`config.mk`:
```
export PLATFORM = sky130hd
export DESIGN_NAME = poe_bank
export DESIGN_NICKNAME = d
export VERILOG_FILES = /design/src/core/poe_pkg.sv /design/src/core/poe_port_if.sv /design/src/core/poe_bank.sv /design/src/core/poe_port.sv
export VERILOG_INCLUDE_DIRS = /design/src /design/src/core
export SDC_FILE = /design/constraint.sdc
export NUM_CORES = 1
export LEC_CHECK = 0
export ABC_AREA = 0
export BUFFER_PORTS_ARGS = -buffer_cell sky130_fd_sc_hd__buf_4
export CAP_MARGIN = 20
export CORE_MARGIN = 2
export CORE_UTILIZATION = 30
export DETAILED_ROUTE_END_ITERATION = 10
export SYNTH_ARGS = -nofsm -noshare
export SYNTH_HDL_FRONTEND = slang
export SYNTH_SLANG_ARGS = --single-unit
```
`constraint.sdc`:
```
create_clock -name pclk -period 1.95 [get_ports pclk]
set_clock_uncertainty 0.2 [all_clocks]
set_input_delay 0 -clock pclk [delete_from_list [all_inputs] [get_ports pclk]]
set_output_delay 0 -clock pclk [all_outputs]
set_load 0.01 [all_outputs]
```
`src/core/poe_consts.svh`:
```
// Constants for the port output-enable bank: map, widths, reset values
//
// How it works
// - The first port's drive register holds six read/write enables, bits 5..0, 1 drives the pin and 0 leaves it undriven.
// - Bits 7 and 6 of the first port's drive register are read-only and read as zero.
// - The second port's drive register holds eight read/write enables, bits 7..0, 1 drives and 0 does not.
// - The third port's drive register holds four read/write enables, bits 3..0, 1 drives and 0 does not.
// - Bits 7 to 4 of the third port's drive register are read-only and read as zero.
// - Reset clears every enable of all three drive registers, so no pin drives until software sets it.
// - An enabled pin drives its data latch value, and a data read of an output pin returns the latch, not the pad.
// - Reset leaves every pin an undriven input with no pull-up, the data latches cleared but not driven.
`ifndef POE_CONSTS_SVH
`define POE_CONSTS_SVH

// ****************************************
// Register indices as printed
// ****************************************
`define POE_IDX_A_LAT    14'h0000
`define POE_IDX_B_LAT    14'h0001
`define POE_IDX_C_LAT    14'h0002
`define POE_IDX_A_DRV    14'h30B0
`define POE_IDX_B_DRV    14'h30B1
`define POE_IDX_C_DRV    14'h30B2

// ****************************************
// Bus layout
// ****************************************
`define POE_AW           16
`define POE_DW           32
`define POE_BYTE         7:0
`define POE_LANE0        0
`define POE_WORD_LSB     2'h0
`define POE_RDATA_RST    32'h00000000

// ****************************************
// Port widths and reset values
// ****************************************
`define POE_A_W          6
`define POE_B_W          8
`define POE_C_W          4
`define POE_DRV_RST      8'h00
`define POE_LAT_RST      8'h00
`define POE_SYNC_RST     8'h00

`endif

```
`src/core/poe_pkg.sv`:
```
// Types shared by the port output-enable bank
package poe_pkg;

    // Bus phase tracker
    typedef enum logic [0:0] {
        ST_IDLE,
        ST_ACCESS
    } poe_state_t;

    // Which register an address selects
    typedef enum logic [2:0] {
        SEL_NONE,
        SEL_A_LAT,
        SEL_A_DRV,
        SEL_B_LAT,
        SEL_B_DRV,
        SEL_C_LAT,
        SEL_C_DRV
    } poe_sel_t;

endpackage

```
`src/core/poe_port_if.sv`:
```
// Link between the bus slave and one port slice
`timescale 1ns/100ps
`default_nettype none
`include "poe_consts.svh"

interface poe_port_if;
    logic       wr_drive;
    logic       wr_latch;
    logic [7:0] wdata;
    logic [7:0] drive_rd;
    logic [7:0] latch_rd;

    modport bank (
        output wr_drive,
        output wr_latch,
        output wdata,
        input  drive_rd,
        input  latch_rd
    );

    modport port (
        input  wr_drive,
        input  wr_latch,
        input  wdata,
        output drive_rd,
        output latch_rd
    );
endinterface

`default_nettype wire

```
`src/core/poe_bank.sv`:
```
// APB slave holding the three port output-enable and data registers
`timescale 1ns/100ps
`default_nettype none
`include "poe_consts.svh"

module poe_bank
    import poe_pkg::*;
(
    input  wire logic                 pclk,
    input  wire logic                 presetn,
    input  wire logic [`POE_AW-1:0]   paddr,
    input  wire logic                 psel,
    input  wire logic                 penable,
    input  wire logic                 pwrite,
    input  wire logic [`POE_DW-1:0]   pwdata,
    input  wire logic [3:0]           pstrb,
    output logic      [`POE_DW-1:0]   prdata,
    output logic                      pready,
    output logic                      pslverr,
    input  wire logic [`POE_A_W-1:0]  first_port_pad_in,
    output logic      [`POE_A_W-1:0]  first_port_pad_out,
    output logic      [`POE_A_W-1:0]  first_port_pad_oe,
    input  wire logic [`POE_B_W-1:0]  second_port_pad_in,
    output logic      [`POE_B_W-1:0]  second_port_pad_out,
    output logic      [`POE_B_W-1:0]  second_port_pad_oe,
    input  wire logic [`POE_C_W-1:0]  third_port_pad_in,
    output logic      [`POE_C_W-1:0]  third_port_pad_out,
    output logic      [`POE_C_W-1:0]  third_port_pad_oe
);

    // ****************************************
    // Declarations
    // ****************************************
    poe_state_t         state_r;
    poe_state_t         state_nxt;
    poe_sel_t           sel_r;
    poe_sel_t           sel_nxt;
    poe_sel_t           addr_sel;
    logic               err_r;
    logic               err_nxt;
    logic [`POE_DW-1:0] prdata_r;
    logic [`POE_DW-1:0] prdata_nxt;
    logic [`POE_DW-1:0] rd_word;
    logic               setup_phase;
    logic               access_done;
    logic               wr_commit;

    // Port slice links
    poe_port_if first_port_regs ();
    poe_port_if second_port_regs ();
    poe_port_if third_port_regs ();

    // ****************************************
    // Address decode
    // ****************************************
    // Full compare: any other address, misaligned
    // or not, is unmapped and answers with an error
    always_comb begin
        case (paddr)
            {`POE_IDX_A_LAT, `POE_WORD_LSB}: begin
                addr_sel = SEL_A_LAT;
            end
            {`POE_IDX_A_DRV, `POE_WORD_LSB}: begin
                addr_sel = SEL_A_DRV;
            end
            {`POE_IDX_B_LAT, `POE_WORD_LSB}: begin
                addr_sel = SEL_B_LAT;
            end
            {`POE_IDX_B_DRV, `POE_WORD_LSB}: begin
                addr_sel = SEL_B_DRV;
            end
            {`POE_IDX_C_LAT, `POE_WORD_LSB}: begin
                addr_sel = SEL_C_LAT;
            end
            {`POE_IDX_C_DRV, `POE_WORD_LSB}: begin
                addr_sel = SEL_C_DRV;
            end
            default: begin
                addr_sel = SEL_NONE;
            end
        endcase
    end

    // ****************************************
    // Bus phase tracking
    // ****************************************
    // Setup is psel without penable; the slave
    // never stretches, so access lasts one cycle
    assign setup_phase = psel & ~penable;
    assign access_done = (state_r == ST_ACCESS) & psel & penable;

    // Phase follows the master; a setup right
    // after an access is caught from idle
    always_comb begin
        state_nxt = state_r;
        case (state_r)
            ST_IDLE: begin
                if (setup_phase) begin
                    state_nxt = ST_ACCESS;
                end
            end
            ST_ACCESS: begin
                if (setup_phase) begin
                    state_nxt = ST_ACCESS;
                end else begin
                    state_nxt = ST_IDLE;
                end
            end
            default: begin
                state_nxt = ST_IDLE;
            end
        endcase
    end

    always_ff @(posedge pclk or negedge presetn) begin
        if (!presetn) begin
            state_r <= ST_IDLE;
        end else begin
            state_r <= state_nxt;
        end
    end

    // ****************************************
    // Read data selection
    // ****************************************
    // Narrow registers sit in the low byte and
    // everything above reads as zero
    always_comb begin
        rd_word = `POE_RDATA_RST;
        case (addr_sel)
            SEL_A_LAT: begin
                rd_word[`POE_BYTE] = first_port_regs.latch_rd;
            end
            SEL_A_DRV: begin
                rd_word[`POE_BYTE] = first_port_regs.drive_rd;
            end
            SEL_B_LAT: begin
                rd_word[`POE_BYTE] = second_port_regs.latch_rd;
            end
            SEL_B_DRV: begin
                rd_word[`POE_BYTE] = second_port_regs.drive_rd;
            end
            SEL_C_LAT: begin
                rd_word[`POE_BYTE] = third_port_regs.latch_rd;
            end
            SEL_C_DRV: begin
                rd_word[`POE_BYTE] = third_port_regs.drive_rd;
            end
            default: begin
                rd_word = `POE_RDATA_RST;
            end
        endcase
    end

    // ****************************************
    // Setup capture
    // ****************************************
    // Select, error and read data are frozen in
    // setup so prdata comes from a flop in access
    always_comb begin
        sel_nxt    = sel_r;
        err_nxt    = err_r;
        prdata_nxt = prdata_r;
        if (setup_phase) begin
            sel_nxt = addr_sel;
            err_nxt = (addr_sel == SEL_NONE);
            if (!pwrite) begin
                prdata_nxt = rd_word;
            end else begin
                prdata_nxt = `POE_RDATA_RST;
            end
        end
    end

    always_ff @(posedge pclk or negedge presetn) begin
        if (!presetn) begin
            sel_r    <= SEL_NONE;
            err_r    <= 1'b0;
            prdata_r <= `POE_RDATA_RST;
        end else begin
            sel_r    <= sel_nxt;
            err_r    <= err_nxt;
            prdata_r <= prdata_nxt;
        end
    end

    // ****************************************
    // Write strobes
    // ****************************************
    // A write lands only at the access edge, only
    // with lane 0 strobed, and never on an error
    assign wr_commit = access_done & pwrite & ~err_r
                     & pstrb[`POE_LANE0];

    // One strobe per register; the slices keep
    // only their own width of the byte
    always_comb begin
        first_port_regs.wr_latch  = 1'b0;
        first_port_regs.wr_drive  = 1'b0;
        second_port_regs.wr_latch = 1'b0;
        second_port_regs.wr_drive = 1'b0;
        third_port_regs.wr_latch  = 1'b0;
        third_port_regs.wr_drive  = 1'b0;
        if (wr_commit) begin
            case (sel_r)
                SEL_A_LAT: begin
                    first_port_regs.wr_latch = 1'b1;
                end
                SEL_A_DRV: begin
                    first_port_regs.wr_drive = 1'b1;
                end
                SEL_B_LAT: begin
                    second_port_regs.wr_latch = 1'b1;
                end
                SEL_B_DRV: begin
                    second_port_regs.wr_drive = 1'b1;
                end
                SEL_C_LAT: begin
                    third_port_regs.wr_latch = 1'b1;
                end
                SEL_C_DRV: begin
                    third_port_regs.wr_drive = 1'b1;
                end
                default: begin
                    first_port_regs.wr_latch = 1'b0;
                end
            endcase
        end
    end

    // Same byte goes to every slice
    assign first_port_regs.wdata  = pwdata[`POE_BYTE];
    assign second_port_regs.wdata = pwdata[`POE_BYTE];
    assign third_port_regs.wdata  = pwdata[`POE_BYTE];

    // ****************************************
    // Port slices
    // ****************************************
    // First port, six pins
    poe_port #(
        .W       (`POE_A_W)
    ) u_first_port (
        .pclk    (pclk),
        .presetn (presetn),
        .regs    (first_port_regs.port),
        .pad_in  (first_port_pad_in),
        .pad_out (first_port_pad_out),
        .pad_oe  (first_port_pad_oe)
    );

    // Second port, eight pins
    poe_port #(
        .W       (`POE_B_W)
    ) u_second_port (
        .pclk    (pclk),
        .presetn (presetn),
        .regs    (second_port_regs.port),
        .pad_in  (second_port_pad_in),
        .pad_out (second_port_pad_out),
        .pad_oe  (second_port_pad_oe)
    );

    // Third port, four pins
    poe_port #(
        .W       (`POE_C_W)
    ) u_third_port (
        .pclk    (pclk),
        .presetn (presetn),
        .regs    (third_port_regs.port),
        .pad_in  (third_port_pad_in),
        .pad_out (third_port_pad_out),
        .pad_oe  (third_port_pad_oe)
    );

    // ****************************************
    // Bus answer
    // ****************************************
    // No wait states: every access completes in
    // its first cycle, which keeps the slave simple
    assign pready  = 1'b1;
    assign pslverr = (state_r == ST_ACCESS) & err_r;
    assign prdata  = prdata_r;

endmodule

`default_nettype wire

```
`src/core/poe_port.sv`:
```
// One port slice: drive enables, data latch, pad synchroniser
`timescale 1ns/100ps
`default_nettype none
`include "poe_consts.svh"

module poe_port #(
    parameter int W = 8
) (
    input  wire logic         pclk,
    input  wire logic         presetn,
    poe_port_if.port          regs,
    input  wire logic [W-1:0] pad_in,
    output logic      [W-1:0] pad_out,
    output logic      [W-1:0] pad_oe
);

    logic [W-1:0] drive_r;
    logic [W-1:0] drive_nxt;
    logic [W-1:0] latch_r;
    logic [W-1:0] latch_nxt;
    logic [W-1:0] sync1_r;
    logic [W-1:0] sync2_r;
    logic [W-1:0] pad_view;

    // ****************************************
    // Register next values
    // ****************************************
    // Only the low W bits are kept; upper written bits vanish
    always_comb begin
        drive_nxt = drive_r;
        latch_nxt = latch_r;
        if (regs.wr_drive) begin
            drive_nxt = regs.wdata[W-1:0];
        end
        if (regs.wr_latch) begin
            latch_nxt = regs.wdata[W-1:0];
        end
    end

    // Cleared at reset: pins float as inputs
    always_ff @(posedge pclk or negedge presetn) begin
        if (!presetn) begin
            drive_r <= W'(`POE_DRV_RST);
            latch_r <= W'(`POE_LAT_RST);
            sync1_r <= W'(`POE_SYNC_RST);
            sync2_r <= W'(`POE_SYNC_RST);
        end else begin
            drive_r <= drive_nxt;
            latch_r <= latch_nxt;
            sync1_r <= pad_in;
            sync2_r <= sync1_r;
        end
    end

    // ****************************************
    // Pad drive and read-back
    // ****************************************
    // Outputs read their latch so a loaded pad cannot fool software
    always_comb begin
        for (int i = 0; i < W; i++) begin
            pad_view[i] = drive_r[i] ? latch_r[i] : sync2_r[i];
        end
    end

    // Unused upper bits read as zero
    always_comb begin
        regs.drive_rd        = `POE_DRV_RST;
        regs.drive_rd[W-1:0] = drive_r;
        regs.latch_rd        = `POE_LAT_RST;
        regs.latch_rd[W-1:0] = pad_view;
    end

    assign pad_out = latch_r;
    assign pad_oe  = drive_r;

endmodule

`default_nettype wire

```
; Word level (Yosys, flattened, before mapping)
; Index checks and enable logic that the tools add are counted.
[word_totals]
output_inout_bits = 70
regBits = 109
[classes]
eq_ne = 17
n_reduce_logical = 2
n_mux = 34
bitwise = 9
[op_table]
columns = cell, count
row1 = "equality test 16 bit, second input constant", 3
row2 = one-hot mux 8 bit (6 select lines), 1
row3 = 2-to-1 mux 1 bit, 31
row4 = "equality test 3 bit, second input constant", 6
row5 = one-hot mux 3 bit (6 select lines), 1
row6 = "equality test 16 x 3 -> 1 bit, second input constant", 1
row7 = "equality test 16 x 4 -> 1 bit, second input constant", 1
row8 = logical NOT 16 bit, 1
row9 = "equality test 3 x 2 -> 1 bit, second input constant", 4
row10 = 2-to-1 mux 8 bit, 1
row11 = bitwise AND 1 bit, 7
row12 = "equality test 3 x 1 -> 1 bit, second input constant", 2
row13 = logical NOT 3 bit, 1
row14 = inverter 1 bit, 2

; Longest topological paths before layout
[depth]
depth_word = 6
mapped_depth = 6
depth_no_buf = 6

; Hierarchy
; A second synthesis with hierarchy kept.
[unflattened]
cells_unflattened = 329
hier_area_um2 = 4072.7
[modules_own_cells]
columns = module, cells_each, n_inst, area_per_inst_um2
row1 = poe_bank, 167, 1, 1280.0
row2 = poe_port (u_second_port), 66, 1, 1213.7
row3 = poe_port (u_first_port), 55, 1, 949.7
row4 = poe_port (u_third_port), 41, 1, 629.4

; Least setup slack after synthesis
; Ideal clock, no wire load.
[synth_path]
path_type = flip-flop to flip-flop
start = reg state_r
end = reg u_first_port.latch_r[0] (netlist: u_first_port.pad_out[0])
t_required_ns = 1.625
setup_slack_ns = 0.255
arrival_ns = 1.371
period_less_slack_ns = 1.695
setup_time_ns = 0.125
stages_incl_launch_ff = 7
cell_sequence = dfrtp_1 nand4_1 nor3b_1 nor2b_1 and3b_1 buf_2 mux2_2
[synth_between]
elab_chain_len = 6
[synth_rtl]
columns = element, line_no
row1 = "start, declared", poe_bank.sv:34  ; poe_state_t state_r;
row2 = "start signal, assigned", poe_bank.sv:119  ; state_r <= state_nxt;
row3 = bitwise AND 1 bit (2 in a row), poe_bank.sv:90  ; assign access_done = (state_r == ST_ACCESS) & psel & penable;
row4 = bitwise AND 1 bit (3 in a row), poe_bank.sv:192  ; assign wr_commit = access_done & pwrite & ~err_r
row5 = 2-to-1 mux 1 bit, poe_bank.sv:204  ; if (wr_commit) begin
row6 = "end signal, assigned", poe_port.sv:44  ; latch_r <= W'(`POE_LAT_RST);
row7 = "end signal, assigned", poe_port.sv:49  ; latch_r <= latch_nxt;
row8 = "end, declared", poe_port.sv:19  ; logic [W-1:0] latch_r;
; No other way between the ends.
; A chain may end at the register's enable or synchronous reset.

; Worst setup path after layout
[layout_path]
start = reg state_r
end = reg u_second_port.drive_r[7] (netlist: u_second_port.pad_oe[7])
[layout_between]
elab_chain_len = 6
[layout_rtl]
columns = element, line_no
row1 = bitwise AND 1 bit (2 in a row), poe_bank.sv:90
row2 = bitwise AND 1 bit (3 in a row), poe_bank.sv:192
row3 = 2-to-1 mux 1 bit, poe_bank.sv:204
row4 = "end signal, assigned", poe_port.sv:43  ; drive_r <= W'(`POE_DRV_RST);
row5 = "end signal, assigned", poe_port.sv:48  ; drive_r <= drive_nxt;
row6 = "end, declared", poe_port.sv:17  ; logic [W-1:0] drive_r;
; No other way between the ends.

==> results summary <==
The first-pass GRT wire length is roughly 14,000 um. The sequential cell area is around 2100 um2. The setup path with the least slack is of type register to register. The post-synthesis instance total came out at approximately 280.

The cell area after layout came out at roughly 5400 um2. STA classifies the critical path startpoint as a register. The via density per instance is approximately 4.5. The fill cell instance count of the final layout is 1,102.

The total overflow left after global routing is 0. The synthesis-to-finish area growth is 48.9%. The die span in x came out at about 110 um.

By count the netlist is led by sky130_fd_sc_hd__dfrtp_1 (85), sky130_fd_sc_hd__mux2_2 (42), sky130_fd_sc_hd__buf_4 (26). The number of remaining DRC errors came out at 0. Of the total power, combinational logic draws under 10%. The pin count of the biggest net entering global routing is 45. The slew at the pin closest to its max-slew limit is about 0.92 ns.

The H-tree was split into 3 levels. The fraction of registers with async set or reset after synthesis is 100%. Setup repair after global routing could not meet its margin everywhere. Counting along the longest clock path gives a buffer depth of 2. The count of pins on the block boundary came out at 145. The overall via count from detail_route came out at between 2,000 and 3,000. The clock buffer count from CTS is 9. The standard cell area after detailed placement is between 4000 and 5000 um2.

After the last flow step, the layout net total stands at between 500 and 600. Detailed placement finished with a half-perimeter wire length of roughly 6400 um. The clock edge transition at the registers on the reported setup and hold paths came out at about 0.06 ns. After detailed routing, the average wire length per cell comes to approximately 16 um. TritonCTS built the clock tree.

The worst endpoint required time is 1.97 ns. The largest fanout on the critical path is 4. The core area came out at between 10,000 and 15,000 um2. The number of warnings issued by yosys is 0. The initial antenna violation count came out at 0. Buffers placed on the I/O ports in this run total between 90 and 100. The internal power of the cells totals 0.00322 W.

By area the synthesized netlist is led by sky130_fd_sc_hd__dfrtp_1 (59%), sky130_fd_sc_hd__mux2_2 (13%), sky130_fd_sc_hd__buf_4 (5.4%). The worst path setup slack after routing is approximately 0.041 ns. The number of register bits inferred by synthesis is 85. The congestion estimate from routability-driven global placement came to between 0.7 and 0.8.

The number of antenna diodes is 0. Sequential cells were found to cover roughly 60% of the synthesized design area. The total global routing track utilization came out at roughly 14%. The critical path buffer and inverter count is 1. The via count of the first global-routing pass is around 2,700. The commonest register cell after synthesis is sky130_fd_sc_hd__dfrtp_1. For this run, the slowest stage of the critical path takes roughly 0.35 ns. The portion of total power attributed to the clock network is between 40% and 50%. The footprint of the multi-input gates is about 1400 um2. The endpoint arrival time on the critical path came out at a little under 2 ns. The residual antenna-violating net count after detailed routing came out at 0. Overall power consumption after layout is estimated at 0.00406 W. The areal power density over the cells is 751 nW/um2. The post-synthesis average cell area is around 13 um2. The total wire length came out at 9250 um. The total count of hold-check failures in the final report came out at 0. The total number of clock tree sinks came out at 85. The biggest area contributor in the post-synthesis netlist is sky130_fd_sc_hd__dfrtp_1. In this run the power spent charging and discharging nets is approximately 0.00084 W. The height of the die is roughly 110 um. The area share of the leading cell type in the synthesized netlist is between 50% and 60%.

The tree is rooted in a sky130_fd_sc_hd__clkbuf_16. Across all hold checks on the routed design, the worst slack comes to between 0.009 and 0.01 ns. The flow ran to the end, and the final reports show no timing, DRC or antenna violations. The number of pins exceeding their max-slew limit in the final report is 0. The portion of the clock cycle consumed by the worst path in the final layout came out at a little over nine tenths. The number of max-cap violations is 0. Clock latency on the worst-skew pair, taken at its later pin, is approximately 0.34 ns. The placement-stage worst setup slack came out at -0.0321 ns.

In the final timing run, aggregate negative setup slack is 0 ns. The worst path in the final design needs a cycle of between 1.5 and 2 ns, including I/O delays and setup. sky130_fd_sc_hd__dfrtp_1 is the most common cell in the netlist. The initial core utilization came out at a little under a third. The starting DRC count in detailed routing is 57. The synthesized cell area came out at 3630 um2. The critical path goes through nand4_1 > nor3b_2 > nor2b_4 > and3b_2 > buf_6 > mux2_2.

The number of enable flip-flop cells after synthesis is 0. The worst setup path is captured at a register. The min-delay analysis places its worst path in the category input pin to register. The total iterations of the first detailed-routing run came out at 4. Broken down by cell family, the worst path's largest delay share belongs to simple AND/OR/NAND/NOR gates. The area of the die came out at roughly 13,000 um2. The highest clock rate is 524 MHz. Setup violations remaining at the end of the flow were counted as 0. Across the VDD grid, the largest voltage drop is about 0.00050 V. The register share of total power came out at 44.6%. The number of setup buffers added after CTS is 0.

The placement row count is 40. The switching part of the total is approximately a fifth. The share of final-layout standard cells stronger than drive strength 1 came out at about 40%. Among all stages on the critical path, the largest delay is contributed by sky130_fd_sc_hd__dfrtp_1. The normalized max-slew margin came out at 38.7%. In this run, distinct cell masters in the synthesized netlist total 42. Summed over all cells, the static leakage comes to around 2.6 nW.
cell families after synthesis:
logic type	count (synthesis)	synth area share, %
buffers and inverters	33	6.83
and+or+nand+nor	57	10.0
AOI/OAI and AO/OA	47	8.49
muxes	52	15.8
other	2	0.207
DFF	85	58.6
flip-flops by register name (all words and copies together) (netlist names):
register / count
prdata: 8
u_second_port.pad_oe: 8
u_second_port.pad_out: 8
u_second_port.sync1_r: 8
u_second_port.sync2_r: 8
u_first_port.pad_oe: 6
u_first_port.pad_out: 6
u_first_port.sync1_r: 6
u_first_port.sync2_r: 6
u_third_port.pad_oe: 4
u_third_port.pad_out: 4
u_third_port.sync1_r: 4
u_third_port.sync2_r: 4
sel_r: 3
err_r: 1
state_r: 1
final timing paths:
path                                          start                  endpoint  slack (ns)  cells past startpoint
min reg2reg                u_second_port.sync1_r[4]  u_second_port.sync2_r[4]        0.14                      0
min                                         penable                  sel_r[2]        0.01                      4
max                                         state_r   u_second_port.pad_oe[7]        0.04                      6
max reg2reg                                 state_r   u_second_port.pad_oe[7]        0.04                      6
min in group asynchronous                   presetn   u_first_port.sync1_r[0]        0.52                      4
max in group asynchronous                   presetn                 prdata[6]        0.30                      3
final cells by class:
class,count,area share [%]
well taps,147,3.41
multi-input cells,181,26.0
clock buffers,10,4.24
repair buffers,158,24.8
inverters,1,0.0695
clock inverters,6,2.06
flip-flops and latches,85,39.4
metrics by stage:
stage	cells	util [%]
global placement	521	37.5
floorplan	299	-
finish	588	45.3
detailed placement	521	37.5
global route	588	45.3
CTS	589	44.8
metal layers:
metal	wire [um]	global-route usage, %	part of all wire, %
met1	4050	17.2	44
met2	4650	24.0	50
met3	409	3.61	4.4
met4	145	6.59	1.6
met5	0	0	0
power groups by stage:
stage | clock, W | combinational (W) | sequential [W]
6_report | 0.00194 | 0.000307 | 0.00181
5_1_grt | 0.00208 | 0.000339 | 0.00181
4_1_cts | 0.00199 | 0.000309 | 0.00181
3_5_place_dp | 0 | 0.000226 | 0.00184
3_3_place_gp | 0 | 0.000222 | 0.00184
2_1_floorplan | 0 | 0.000114 | 0.00184
layout by cell type (no fill, tap or decap), types with 3 or more instances in the layout:
cell type / instances
sky130_fd_sc_hd__mux2_2: 30
sky130_fd_sc_hd__o21ai_0: 9
sky130_fd_sc_hd__nor3_1: 3
sky130_fd_sc_hd__clkbuf_16: 9
sky130_fd_sc_hd__a21oi_1: 7
sky130_fd_sc_hd__conb_1: 25
sky130_fd_sc_hd__nand2_1: 16
sky130_fd_sc_hd__buf_4: 102
sky130_fd_sc_hd__o21ai_1: 4
sky130_fd_sc_hd__dlygate4sd3_1: 51
sky130_fd_sc_hd__nor2_1: 4
sky130_fd_sc_hd__mux2_4: 12
sky130_fd_sc_hd__mux2i_1: 10
sky130_fd_sc_hd__o31ai_1: 3
sky130_fd_sc_hd__and2_1: 3
sky130_fd_sc_hd__a22oi_1: 7
sky130_fd_sc_hd__buf_6: 4
sky130_fd_sc_hd__bufinv_16: 3
sky130_fd_sc_hd__a211oi_1: 10
sky130_fd_sc_hd__nor2b_1: 8
sky130_fd_sc_hd__dfrtp_1: 85
tightest hold or removal path, delay by kind of cell:
| family | cells | cell delay [ns] |
|---|---|---|
| and+or+nand+nor | 1 | 0.12 |
| AOI/OAI and AO/OA | 1 | 0.10 |
| buffers and inverters | 2 | 0.29 |
repair_timing:
action	4_1_cts	5_1_grt
endpoints found under the hold margin	151	0
pin swaps	0	2
endpoints found under the setup margin	10	18
hold buffers	52	0
resized for setup	1	22
(Power assumes the default switching activity.)
